File: src/hw/tap_defs.vh
// constants for the boundary-scan test access logic
// Summary of operation
// - tap works only with enable fuse set and disable bit clear
// - instruction register is four bits, sixteen opcodes
// - all shift paths move least significant bit first, in and out
// - reset leaves identification opcode 0x1 selecting the 32-bit id register
// - id holds 4-bit version, 16-bit part number, 11-bit maker field
// - bypass is one stage, cleared when leaving capture-dr
// - opcode 0xF selects bypass; capture loads zero, shift shifts
// - opcode 0x0 selects chain; capture pins, shift, update drives pins
// - loading the external-test opcode drives latched outputs at once
// - chain covers control, data, input and analog interface; pull-up disable follows the opcode only
// - opcode 0x2 snapshots pins and preloads latches without touching pins
// - opcode 0xC selects one-bit reset register; tap state untouched
// - core held in reset while reset register holds one, unlatched
// - after release the core stays reset for the fuse-selected time-out
// - no high-impedance opcode; pins float whenever the core is reset, except under external test
// - scan needs core_clk running; the test clock is only sampled by it
// - lock bits block debug fuse programming until a chip erase
// - tap state machine starts in test-logic-reset after reset
// - five test clocks with mode select high reach test-logic-reset
// - shift-ir shifts out captured pattern 0x01
// - disable bit changes only on same value written twice in four cycles
`ifndef TAP_DEFS_VH
`define TAP_DEFS_VH

`define IR_W          4
`define OP_EXTEST     4'h0
`define OP_IDCODE     4'h1
`define OP_SAMPLE     4'h2
`define OP_RSTCHAIN   4'hC
`define OP_BYPASS     4'hF
`define IR_CAPTURE    4'h1

`define DR_BYP        2'h0
`define DR_ID         2'h1
`define DR_BS         2'h2
`define DR_RST        2'h3

`define ST_TLR        4'h0
`define ST_RTI        4'h1
`define ST_SELDR      4'h2
`define ST_CAPDR      4'h3
`define ST_SHDR       4'h4
`define ST_EX1DR      4'h5
`define ST_PDR        4'h6
`define ST_EX2DR      4'h7
`define ST_UPDR       4'h8
`define ST_SELIR      4'h9
`define ST_CAPIR      4'hA
`define ST_SHIR       4'hB
`define ST_EX1IR      4'hC
`define ST_PIR        4'hD
`define ST_EX2IR      4'hE
`define ST_UPIR       4'hF

`define REG_MCU_CTRL  2'h0
`define REG_STATUS    2'h1
`define CTRL_TPD_BIT  7
`define STAT_RCF_BIT  4
`define STAT_CRST_BIT 5
`define STAT_DBG_BIT  6
`define RDATA_RESET   8'h00
`define ARM_WINDOW    3'h4

`define CORE_CLK_MHZ  25
`define TO_SHORT_US   65
`define TO_LONG_US    65000

`endif

File: src/hw/boundary_scan_tap_registers.v
// boundary-scan instruction and data registers with core-side controls
`timescale 1ns/1ps
`include "tap_defs.vh"
module boundary_scan_tap_registers #(
	parameter              PIN_COUNT    = 8,
	parameter              ANA_COUNT    = 2,
	parameter        [3:0] ID_VERSION   = 4'h0,    // arbitrary value
	parameter       [15:0] ID_PART      = 16'h5A3C, // arbitrary value
	parameter       [10:0] ID_MAKER     = 11'h2B5,  // arbitrary value
	parameter       [23:0] TO_SHORT_CYC = `TO_SHORT_US * `CORE_CLK_MHZ,
	parameter       [23:0] TO_LONG_CYC  = `TO_LONG_US * `CORE_CLK_MHZ
) (
	input  wire                 core_clk,
	input  wire                 srst,
	input  wire                 tck,
	input  wire                 tms,
	input  wire                 tdi,
	output reg                  tdo,
	output reg                  tdoOe,
	input  wire                 tapEnableFuse,
	input  wire                 lockBitOne,
	input  wire                 lockBitTwo,
	input  wire                 chipErase,
	input  wire                 debugFuseProgram,
	input  wire                 timeoutFuseLong,
	input  wire [1:0]           regAddr,
	input  wire [7:0]           regWdata,
	input  wire                 regWr,
	input  wire                 regRd,
	output reg  [7:0]           regRdata,
	input  wire [PIN_COUNT-1:0] pinIn,
	input  wire [PIN_COUNT-1:0] coreOut,
	input  wire [PIN_COUNT-1:0] coreOe,
	output reg  [PIN_COUNT-1:0] pinOut,
	output reg  [PIN_COUNT-1:0] pinOe,
	output reg                  pullupDisable,
	input  wire [ANA_COUNT-1:0] anaIn,
	input  wire [ANA_COUNT-1:0] coreAna,
	output reg  [ANA_COUNT-1:0] anaOut,
	output reg                  coreReset,
	output reg                  debugEnableFuse,
	output reg                  debugFuseRefused
);
	localparam BS_LEN = 2 * PIN_COUNT + ANA_COUNT;

	// ----------------------------------------
	// decode
	// ----------------------------------------
	function [1:0] drSelect;
		input [`IR_W-1:0] op;
		begin
			case (op)
			`OP_EXTEST:   drSelect = `DR_BS;
			`OP_SAMPLE:   drSelect = `DR_BS;
			`OP_IDCODE:   drSelect = `DR_ID;
			`OP_RSTCHAIN: drSelect = `DR_RST;
			default:      drSelect = `DR_BYP;
			endcase
		end
	endfunction

	// ----------------------------------------
	// link sampling
	// ----------------------------------------
	// limitation: scan needs core_clk running, the test clock is only sampled
	wire [2:0]           linkSync;
	wire [PIN_COUNT-1:0] pinSync;
	wire [ANA_COUNT-1:0] anaSync;
	reg                  tckLast_reg;
	wire                 tckS = linkSync[0];
	wire                 tmsS = linkSync[1];
	wire                 tdiS = linkSync[2];
	wire                 tckRise = tckS & ~tckLast_reg;
	wire                 tckFall = ~tckS & tckLast_reg;

	tap_sync #(.WIDTH(3)) linkSyncInst (
		.core_clk (core_clk),
		.srst     (srst),
		.d        ({tdi, tms, tck}),
		.q        (linkSync)
	);

	tap_sync #(.WIDTH(PIN_COUNT + ANA_COUNT)) pinSyncInst (
		.core_clk (core_clk),
		.srst     (srst),
		.d        ({anaIn, pinIn}),
		.q        ({anaSync, pinSync})
	);

	always @(posedge core_clk) begin
		if (srst) begin
			tckLast_reg <= 1'b0;
		end else begin
			tckLast_reg <= tckS;
		end
	end

	// ----------------------------------------
	// controller
	// ----------------------------------------
	reg        tpd_reg;
	wire       tapOn = tapEnableFuse & ~tpd_reg;
	wire [3:0] tapState;

	tap_fsm fsmInst (
		.core_clk  (core_clk),
		.srst      (srst),
		.hold      (~tapOn),
		.adv       (tckRise),
		.tms       (tmsS),
		.state_reg (tapState)
	);

	// ----------------------------------------
	// instruction and data registers
	// ----------------------------------------
	reg [`IR_W-1:0] ir_reg;
	reg [`IR_W-1:0] irShift_reg;
	reg             bypass_reg;
	reg [31:0]      idShift_reg;
	reg             resetBit_reg;
	reg [BS_LEN-1:0] bsShift_reg;
	reg [BS_LEN-1:0] bsLatch_reg;
	reg [BS_LEN-1:0] bsCapture;
	wire [1:0]      drSel = drSelect(ir_reg);
	wire [31:0]     idValue = {ID_VERSION, ID_PART, ID_MAKER, 1'b1};
	wire            extest = tapOn && (ir_reg == `OP_EXTEST);
	wire            bsMode = extest || (tapOn && (ir_reg == `OP_SAMPLE));
	integer         k, j;

	// pin input, present drive enable and analog interface
	always @* begin
		bsCapture = {BS_LEN{1'b0}};
		for (k = 0; k < PIN_COUNT; k = k + 1) begin
			bsCapture[2*k]   = pinSync[k];
			bsCapture[2*k+1] = pinOe[k];
		end
		bsCapture[BS_LEN-1:2*PIN_COUNT] = anaSync;
	end

	always @(posedge core_clk) begin
		if (srst || !tapOn) begin
			ir_reg       <= `OP_IDCODE;
			irShift_reg  <= `IR_CAPTURE;
			bypass_reg   <= 1'b0;
			idShift_reg  <= 32'h0000_0000;
			bsShift_reg  <= {BS_LEN{1'b0}};
			bsLatch_reg  <= {BS_LEN{1'b0}};
			resetBit_reg <= 1'b0;
		end else if (tckRise) begin
			// actions belong to the state being left
			case (tapState)
			`ST_TLR: begin
				ir_reg <= `OP_IDCODE;
			end
			`ST_CAPIR: begin
				irShift_reg <= `IR_CAPTURE;
			end
			`ST_SHIR: begin
				irShift_reg <= {tdiS, irShift_reg[`IR_W-1:1]};
			end
			`ST_UPIR: begin
				ir_reg <= irShift_reg;
			end
			`ST_CAPDR: begin
				case (drSel)
				`DR_ID:  idShift_reg <= idValue;
				`DR_BS:  bsShift_reg <= bsCapture;
				`DR_RST: ;
				default: bypass_reg <= 1'b0;
				endcase
			end
			`ST_SHDR: begin
				case (drSel)
				`DR_ID:  idShift_reg <= {tdiS, idShift_reg[31:1]};
				`DR_BS:  bsShift_reg <= {tdiS, bsShift_reg[BS_LEN-1:1]};
				`DR_RST: resetBit_reg <= tdiS;
				default: bypass_reg <= tdiS;
				endcase
			end
			`ST_UPDR: begin
				if (drSel == `DR_BS) begin
					bsLatch_reg <= bsShift_reg;
				end
			end
			default: ;
			endcase
		end
	end

	// output changes on the falling test clock edge
	always @(posedge core_clk) begin
		if (srst || !tapOn) begin
			tdo   <= 1'b0;
			tdoOe <= 1'b0;
		end else if (tckFall) begin
			tdoOe <= (tapState == `ST_SHIR) || (tapState == `ST_SHDR);
			if (tapState == `ST_SHIR) begin
				tdo <= irShift_reg[0];
			end else if (tapState == `ST_SHDR) begin
				case (drSel)
				`DR_ID:  tdo <= idShift_reg[0];
				`DR_BS:  tdo <= bsShift_reg[0];
				`DR_RST: tdo <= resetBit_reg;
				default: tdo <= bypass_reg;
				endcase
			end
		end
	end

	// ----------------------------------------
	// core reset and time-out
	// ----------------------------------------
	reg [23:0] toCnt_reg;

	always @(posedge core_clk) begin
		if (srst) begin
			toCnt_reg <= 24'h000000;
			coreReset <= 1'b0;
		end else begin
			// reload while held so the full time-out follows release
			if (resetBit_reg) begin
				toCnt_reg <= timeoutFuseLong ? TO_LONG_CYC : TO_SHORT_CYC;
			end else if (toCnt_reg != 24'h000000) begin
				toCnt_reg <= toCnt_reg - 24'h000001;
			end
			coreReset <= resetBit_reg || (toCnt_reg != 24'h000000);
		end
	end

	// ----------------------------------------
	// pins
	// ----------------------------------------
	reg [PIN_COUNT-1:0] pinOut_next;
	reg [PIN_COUNT-1:0] pinOe_next;

	always @* begin
		for (j = 0; j < PIN_COUNT; j = j + 1) begin
			if (extest) begin
				pinOut_next[j] = bsLatch_reg[2*j];
				pinOe_next[j]  = bsLatch_reg[2*j+1];
			end else begin
				pinOut_next[j] = coreOut[j];
				pinOe_next[j]  = coreOe[j] & ~coreReset;
			end
		end
	end

	// clocked on core_clk, so pins follow within a cycle
	always @(posedge core_clk) begin
		if (srst) begin
			pinOut        <= {PIN_COUNT{1'b0}};
			pinOe         <= {PIN_COUNT{1'b0}};
			anaOut        <= {ANA_COUNT{1'b0}};
			pullupDisable <= 1'b0;
		end else begin
			pinOut        <= pinOut_next;
			pinOe         <= pinOe_next;
			anaOut        <= extest ? bsLatch_reg[BS_LEN-1:2*PIN_COUNT] : coreAna;
			pullupDisable <= tapOn && bsMode;
		end
	end

	// ----------------------------------------
	// debug fuse guard
	// ----------------------------------------
	reg  lockLast_reg;
	reg  erased_reg;
	wire lockAny = lockBitOne | lockBitTwo;

	always @(posedge core_clk) begin
		if (srst) begin
			lockLast_reg     <= 1'b0;
			erased_reg       <= 1'b0;
			debugEnableFuse  <= 1'b0;
			debugFuseRefused <= 1'b0;
		end else begin
			lockLast_reg     <= lockAny;
			debugFuseRefused <= 1'b0;
			// erase in the same cycle as new locking wins
			if (chipErase) begin
				erased_reg <= 1'b1;
			end else if (lockAny && !lockLast_reg) begin
				erased_reg <= 1'b0;
			end
			if (debugFuseProgram) begin
				if (!lockAny || erased_reg) begin
					debugEnableFuse <= 1'b1;
				end else begin
					debugFuseRefused <= 1'b1;
				end
			end
		end
	end

	// ----------------------------------------
	// register port
	// ----------------------------------------
	reg [2:0] armCnt_reg;
	reg       armVal_reg;
	reg       rcFlag_reg;
	wire      ctrlWr = regWr && (regAddr == `REG_MCU_CTRL);
	wire      statWr = regWr && (regAddr == `REG_STATUS);

	always @(posedge core_clk) begin
		if (srst) begin
			tpd_reg    <= 1'b0;
			armCnt_reg <= 3'h0;
			armVal_reg <= 1'b0;
			rcFlag_reg <= 1'b0;
			regRdata   <= `RDATA_RESET;
		end else begin
			regRdata <= `RDATA_RESET;
			if (regRd) begin
				case (regAddr)
				`REG_MCU_CTRL: regRdata <= {tpd_reg, 7'h00};
				`REG_STATUS:   regRdata <= {1'b0, debugEnableFuse, coreReset, rcFlag_reg, ir_reg};
				default:       regRdata <= `RDATA_RESET;
				endcase
			end
			// accidental single writes cannot flip the disable bit
			if (ctrlWr) begin
				if (armCnt_reg != 3'h0 && regWdata[`CTRL_TPD_BIT] == armVal_reg) begin
					tpd_reg    <= armVal_reg;
					armCnt_reg <= 3'h0;
				end else begin
					armVal_reg <= regWdata[`CTRL_TPD_BIT];
					armCnt_reg <= `ARM_WINDOW;
				end
			end else if (armCnt_reg != 3'h0) begin
				armCnt_reg <= armCnt_reg - 3'h1;
			end
			// set by the reset chain wins over a software clear
			if (resetBit_reg) begin
				rcFlag_reg <= 1'b1;
			end else if (statWr && !regWdata[`STAT_RCF_BIT]) begin
				rcFlag_reg <= 1'b0;
			end
		end
	end
endmodule

File: src/hw/tap_sync.v
// two-stage synchroniser for inputs from outside the core clock domain
`timescale 1ns/1ps
module tap_sync #(
	parameter WIDTH = 1
) (
	input  wire             core_clk,
	input  wire             srst,
	input  wire [WIDTH-1:0] d,
	output reg  [WIDTH-1:0] q
);
	reg [WIDTH-1:0] meta_reg;

	// first stage feeds only the second stage
	always @(posedge core_clk) begin
		if (srst) begin
			meta_reg <= {WIDTH{1'b0}};
			q        <= {WIDTH{1'b0}};
		end else begin
			meta_reg <= d;
			q        <= meta_reg;
		end
	end
endmodule

File: src/hw/tap_fsm.v
// sixteen-state test access port controller
`timescale 1ns/1ps
`include "tap_defs.vh"
module tap_fsm (
	input  wire       core_clk,
	input  wire       srst,
	input  wire       hold,
	input  wire       adv,
	input  wire       tms,
	output reg  [3:0] state_reg
);
	reg [3:0] state_next;

	always @* begin
		case (state_reg)
		`ST_TLR:   state_next = tms ? `ST_TLR   : `ST_RTI;
		`ST_RTI:   state_next = tms ? `ST_SELDR : `ST_RTI;
		`ST_SELDR: state_next = tms ? `ST_SELIR : `ST_CAPDR;
		`ST_CAPDR: state_next = tms ? `ST_EX1DR : `ST_SHDR;
		`ST_SHDR:  state_next = tms ? `ST_EX1DR : `ST_SHDR;
		`ST_EX1DR: state_next = tms ? `ST_UPDR  : `ST_PDR;
		`ST_PDR:   state_next = tms ? `ST_EX2DR : `ST_PDR;
		`ST_EX2DR: state_next = tms ? `ST_UPDR  : `ST_SHDR;
		`ST_UPDR:  state_next = tms ? `ST_SELDR : `ST_RTI;
		`ST_SELIR: state_next = tms ? `ST_TLR   : `ST_CAPIR;
		`ST_CAPIR: state_next = tms ? `ST_EX1IR : `ST_SHIR;
		`ST_SHIR:  state_next = tms ? `ST_EX1IR : `ST_SHIR;
		`ST_EX1IR: state_next = tms ? `ST_UPIR  : `ST_PIR;
		`ST_PIR:   state_next = tms ? `ST_EX2IR : `ST_PIR;
		`ST_EX2IR: state_next = tms ? `ST_UPIR  : `ST_SHIR;
		`ST_UPIR:  state_next = tms ? `ST_SELDR : `ST_RTI;
		default:   state_next = `ST_TLR;
		endcase
	end

	// advances only on a detected test clock rise
	always @(posedge core_clk) begin
		if (srst || hold) begin
			state_reg <= `ST_TLR;
		end else if (adv) begin
			state_reg <= state_next;
		end
	end
endmodule

File: config.mk
export PLATFORM = sky130hd
export DESIGN_NAME = boundary_scan_tap_registers
export DESIGN_NICKNAME = d
export VERILOG_FILES = /design/src/hw/boundary_scan_tap_registers.v /design/src/hw/tap_sync.v /design/src/hw/tap_fsm.v
export VERILOG_INCLUDE_DIRS = /design/src /design/src/hw
export SDC_FILE = /design/constraint.sdc
export NUM_CORES = 1
export LEC_CHECK = 0
export ABC_CLOCK_PERIOD_IN_PS = 3300
export BUFFER_PORTS_ARGS = -buffer_cell sky130_fd_sc_hd__buf_2
export CORE_ASPECT_RATIO = 0.9
export CORE_MARGIN = 5
export CORE_UTILIZATION = 54
export CTS_BUF_LIST = sky130_fd_sc_hd__clkbuf_2 sky130_fd_sc_hd__clkbuf_4 sky130_fd_sc_hd__clkbuf_8
export DETAILED_ROUTE_END_ITERATION = 6
export PLACE_DENSITY = 0.77
export SLEW_MARGIN = 10
export SYNTH_ARGS = -nofsm -noshare
export SYNTH_HDL_FRONTEND = slang
export SYNTH_HIERARCHICAL = 1
export SYNTH_SLANG_ARGS = --single-unit
File: constraint.sdc
create_clock -name core_clk -period 3.3 [get_ports core_clk]
set_clock_uncertainty 0.1 [all_clocks]
set_input_delay 0.165 -clock core_clk [delete_from_list [all_inputs] [get_ports core_clk]]
set_output_delay 0.165 -clock core_clk [all_outputs]
set_load 0.005 [all_outputs]
* Word level (Yosys, flattened, before mapping)
Index checks and enable logic that the tools add are counted.
** Word-level totals
- Bits in registers :: 173
- Input port bits :: 51
- Output and inout port bits :: 32
- Word-level logic and storage cells :: 187
** Cells by class
- Add/sub/neg operators :: 2
- Equality and inequality tests :: 29
- Muxes and demuxes :: 57
- Bitwise operators :: 20
- Reductions and logical operators :: 49
** Operator list (count)
- two-way mux 32 bit :: 2
- one-hot mux 32 bit (2 select lines) :: 1
- two-way mux 24 bit :: 2
- one-hot mux 4 bit (12 select lines) :: 1
- == test 4 bit, second input constant :: 9
- two-way mux 18 bit :: 2
- one-hot mux 18 bit (2 select lines) :: 1
- two-way mux 1 bit :: 28
- nonzero test 24 bit :: 1
- subtractor 24 x 1 -> 24 bit, second input constant :: 1
- two-way mux 21 bit :: 1
- == test 4 x 3 -> 1 bit, second input constant :: 4
- two-way mux 4 bit :: 4
- one-hot mux 4 bit (2 select lines) :: 2
- one-hot mux 8 bit (2 select lines) :: 1
- nonzero test 2 bit :: 8
- two-way mux 3 bit :: 5
- == test 4 x 2 -> 1 bit, second input constant :: 3
- AND reduction 2 bit :: 6
- AND reduction 4 bit :: 3
- AND 1 bit :: 11
- inequality test 2 bit, second input constant :: 5
- OR reduction 2 bit :: 5
- == test 4 x 1 -> 1 bit, second input constant :: 2
- 19 further kinds :: 49

* Depth between registers and ports, before layout
- Depth after elaboration :: 7
- Gate-level depth with buffers :: 8
- Depth with buffers taken out :: 7

* Hierarchy
The synthesis kept the hierarchy.
** By module, submodules not included
- boundary_scan_tap_registers :: times used 1, cells an instance 676, area each 5845.6 um^2, sequential area each 2862.7 um^2
- tap_sync at pinSyncInst :: times used 1, cells an instance 42, area each 618.1 um^2, sequential area each 400.4 um^2
- tap_fsm :: times used 1, cells an instance 45, area each 347.8 um^2, sequential area each 80.1 um^2
- tap_sync at linkSyncInst :: times used 1, cells an instance 12, area each 157.7 um^2, sequential area each 120.1 um^2

* Worst setup path after synthesis
OpenSTA, ideal clock, no wires.
- Path kind :: register -> register
- From :: reg toCnt_reg[0]
- To :: reg toCnt_reg[16]
- Library setup time :: 127 ps
- Arrival time :: 2200 ps
- Data required time :: 3073 ps
- Slack :: 873 ps
- Stages on the path, launching flop included :: 9
- Buffers on the path :: 1
- Period minus slack after synthesis :: 2427 ps
- Cells stage by stage :: dfxtp_1 > inv_1 > ha_1 > or4b_2 > or4_1 > buf_2 > a2111oi_4 > xnor2_1 > nor2_1
** Between the ends
- Cells in the longest elaborated chain, start to end :: 3
- Elaborated cells between the ends (all ways) :: 5
- Those cells by class :: add/sub: 1; mux: 2; reduce/logical: 2
** RTL lines
- start: declaration :: line boundary_scan_tap_registers.v:214 : reg [23:0] toCnt_reg;
- start signal: assignment :: line boundary_scan_tap_registers.v:223 : toCnt_reg <= timeoutFuseLong ? TO_LONG_CYC : TO_SHORT_CYC;
- start signal: assignment :: line boundary_scan_tap_registers.v:225 : toCnt_reg <= toCnt_reg - 24'h000001;
- subtractor 24 x 1 -> 24 bit :: line boundary_scan_tap_registers.v:225
- two-way mux 24 bit :: line boundary_scan_tap_registers.v:224 : end else if (toCnt_reg != 24'h000000) begin
- two-way mux 24 bit :: line boundary_scan_tap_registers.v:222 : if (resetBit_reg) begin
Several ways; a longest one is shown, not always the timed one. The select of a mux whose other input is x is not followed.
A chain may end at the register's enable or synchronous reset.

* Final worst setup path
- From :: reg fsmInst.state_reg[2]
- To :: reg idShift_reg[16]
** Between the ends
- Cells in the longest elaborated chain, start to end :: 3
- Elaborated cells between the ends (all ways) :: 7
- Those cells by class :: eq/ne: 4; mux: 1; reduce/logical: 2
** RTL lines
- start: declaration :: line tap_fsm.v:10 : output reg [3:0] state_reg
- start signal: assignment :: line tap_fsm.v:39 : state_reg <= `ST_TLR;
- start signal: assignment :: line tap_fsm.v:41 : state_reg <= state_next;
- == test 4 x 2 -> 1 bit or == test 4 x 3 -> 1 bit (tied branches) :: line boundary_scan_tap_registers.v:152 : case (tapState)
- inequality test 2 bit (no source line) (tied with other cells)
- AND reduction 4 bit (no source line)
- end signal: assignment :: line boundary_scan_tap_registers.v:167 : `DR_ID: idShift_reg <= idValue;
- end signal: assignment :: line boundary_scan_tap_registers.v:175 : `DR_ID: idShift_reg <= {tdiS, idShift_reg[31:1]};
- end: declaration :: line boundary_scan_tap_registers.v:120 : reg [31:0] idShift_reg;
Several ways; a longest one is shown, not always the timed one.

==> metrics.csv <==
stage,metric,value,unit
synth,synth-edff-count,0,
synth,yosysUniqueCellTypes,60,
power_and_ir_drop,clockPowerShare,0.286,
setup_path,cp_slowest_cell,or3_1,
setup_path,max_stage_delay,0.84,ns
synth,syn_nets,830,
finish,postLayoutCoreUtil,0.644,
timing,setup_violations,0,
clocking,root_buffer,clkbuf_8,
drt,wl_per_cell,14.5,um
drt,drc,0,
power_and_ir_drop,switching_share,0.296,
synth,synth_area,6970,um^2
timing,fin_tns_setup,0,ns
global_routing,grt_max_degree,69,
global_routing,grt_pass1_vias,5426,
power_and_ir_drop,p_switching,1.45,mW
clocking,cts_repair_resize_count,0,
clocking,cts_tree,built,
synth,syn_area_per_cell,8.99,um^2
setup_path,critical_path_class,flip-flop to flip-flop,
outcome,status,finished clean,
floorplanning,die_w,130,um
timing,fmax,370,MHz
place,pre_cts_slack,0.616,ns
setup_path,required,3.57,ns
floorplanning,core_area,12700,um^2
setup_path,path_cells,"and3b_1, o211ai_1, or3_1, nor3_1, nor3_1",
drt,vias,5697,
clocking,clockBufferDepth,2,
timing,relSlewSlack,0.268,
floorplanning,design.die.area,15300,um^2
place,dp.final_hpwl,9.61,mm
timing,final_max_slew_viol_count,0,
flow_run,cap_violations,0,
drt,vias_per_cell,5.46,
floorplanning,rows,39,
setup_path,cp-start-kind,flip-flop,
timing,finalHoldViolations,0,
power_and_ir_drop,p_leak,3.17,nW
finish,largest_reg_flops,32,
clocking,cts-buffers-inserted,17,
synth,synth_seq_cells,173,
synth,syn_inst,775,
finish,layout-drive-gt1-share,0.181,
timing,fin_ws,0.594,ns
global_routing,grt_pass1_wl,25.2,mm
clocking,clkTransAtPathRegs,0.08,ns
min_path,hold_path.class,primary input to flip-flop,
finish,final_cells,1043,
finish,layout_commonest_cell,dfxtp_1,
finish,layout_common_cells,"dfxtp_1, nand2_1, nor2_1",
global_routing,track_usage,0.201,
power_and_ir_drop,combPwrFrac,0.229,
place,port_buffers,76,
drt,drt-initial-drc-count,453,
drt,drt_wl_total,15.1,mm
global_routing,grt_overflow_total,0,
finish,num_antenna_cells,0,
drt,detail-route-antenna-nets,0,
clocking,insertion_delay,0.46,ns
power_and_ir_drop,vdd_drop_max,317,uV
setup_path,cp_num_buf_inv,0,
floorplanning,initial_core_util,0.549,
global_routing,antenna_found_initial,0,
timing,rsz0062_at_grt,no,
synth,yosysSeqAreaShare,0.497,
finish,final_net_count,921,
clocking,clock_sinks,173,
place,place_inst,968,
setup_path,crit_family,simple AND/OR/NAND/NOR gates,
setup_path,cp.arrival,2.98,ns
clocking,h-tree-depth,4,
timing,worst_pin_slew,1.10,ns
finish,syn_to_final_growth,17.2,%
floorplanning,die_height,118,um
setup_path,cp-end-kind,flip-flop,
timing,period_minus_slack,2.71,ns
power_and_ir_drop,p_seq_frac,0.485,
floorplanning,io_pins,83,
synth,async_flop_share,0,
synth,ys.flop_type,dfxtp_1,
setup_path,cp_common_cell,nor3_1,
place,gp_congestion,0.822,
synth,synth_warnings,6,
power_and_ir_drop,power.density,602,nW/um^2
setup_path,cp_max_fo,32,
timing,period_share,0.820,
power_and_ir_drop,intPower,3.46,mW
drt,first_pass_iters,5,
-- logic make-up (layout without fill, tap and decap cells) --
family | Yosys count | after routing | synth area share
simple gates | 360 | 360 | 0.272
flops | 173 | 173 | 0.497
compound gates | 123 | 123 | 0.114
buf+inv | 69 | 173 | 0.0474
mux | 24 | 24 | 0.0346
xor+xnor | 22 | 22 | 0.0276
fa+ha+maj | 4 | 4 | 0.00718
-- power groups by stage --
stage / registers, mW / logic (mW) / clock network, mW
global placement: 2.42 / 1.03 / 0
finish: 2.39 / 1.13 / 1.40
detailed placement: 2.43 / 1.07 / 0
global route: 2.40 / 1.26 / 1.52
floorplan: 2.39 / 0.865 / 0
CTS: 2.38 / 1.12 / 1.44
-- cell usage after synthesis, types with 5 or more instances --
cell | n | area share
a21oi_1 | 52 | 0.037
clkbuf_1 | 40 | 0.022
dfxtp_1 | 173 | 0.50
buf_4 | 8 | 0.0086
nor2_1 | 90 | 0.048
o21ai_0 | 24 | 0.017
nor3b_1 | 5 | 0.0054
a311oi_1 | 17 | 0.021
a22oi_1 | 7 | 0.0075
nor4_1 | 5 | 0.0045
xnor2_1 | 18 | 0.023
nor2b_1 | 14 | 0.013
nand2b_1 | 11 | 0.0099
nand3b_1 | 12 | 0.013
nor2b_2 | 16 | 0.020
nor3_1 | 40 | 0.029
buf_6 | 5 | 0.0081
or4_1 | 6 | 0.0065
nand3_1 | 22 | 0.016
nand2_1 | 92 | 0.050
inv_1 | 10 | 0.0054
or3_1 | 8 | 0.0072
and2_1 | 10 | 0.0090
a211oi_1 | 5 | 0.0054
mux2i_1 | 23 | 0.033
-- cell type report --
class / instances / area, um^2
Fill cell: 1006 / 4520
Inverter: 10 / 37.5
Timing Repair Buffer: 131 / 901
Clock buffer: 23 / 292
Tap cell: 164 / 205
Multi-Input combinational cell: 533 / 3180
Sequential cell: 173 / 3460
Clock inverter: 9 / 87.6
-- path summary, 6_finish.rpt --
| check | from | to | slack [ns] | cells past startpoint |
|---|---|---|---|---|
| min reg2reg | linkSyncInst/meta_reg[1] | linkSyncInst/q[1] | 0.34 | 1 |
| max reg2reg | fsmInst/state_reg[2] | idShift_reg[16] | 0.59 | 5 |
| min | regAddr[0] | armCnt_reg[0] | 0.04 | 3 |
| max | fsmInst/state_reg[2] | idShift_reg[16] | 0.59 | 5 |
-- repair_timing --
item	in CTS	in global routing
endpoints found under the setup margin	0	0
hold buffers	43	0
setup buffers	0	0
hold endpoints to repair	42	0
-- per-layer routing --
metal | GRT usage | vias to the layer above | wire, um
met3 | 0.0467 | 18 | 905
met2 | 0.322 | 159 | 7040
met1 | 0.264 | 2681 | 6960
li1 | - | 2839 | -
met5 | 0 | - | 0
met4 | 0.0708 | 0 | 201
-- metrics by stage --
| step | cell area, um^2 | hold WS, ns | power, mW |
|---|---|---|---|
| after global placement | 7360 | 0.276 | 3.45 |
| after global routing | 8170 | 0.0510 | 5.19 |
| after detailed placement | 7360 | 0.285 | 3.50 |
| after floorplan | 6970 | 0.134 | 3.26 |
| final | 8170 | 0.0433 | 4.91 |
| after CTS | 8170 | 0.0164 | 4.94 |
-- worst min-delay path: cells and delay by family --
family | cells | cell delay, ns
buf+inv | 1 | 0.10
simple gates | 2 | 0.29
(Power assumes the default switching activity.)
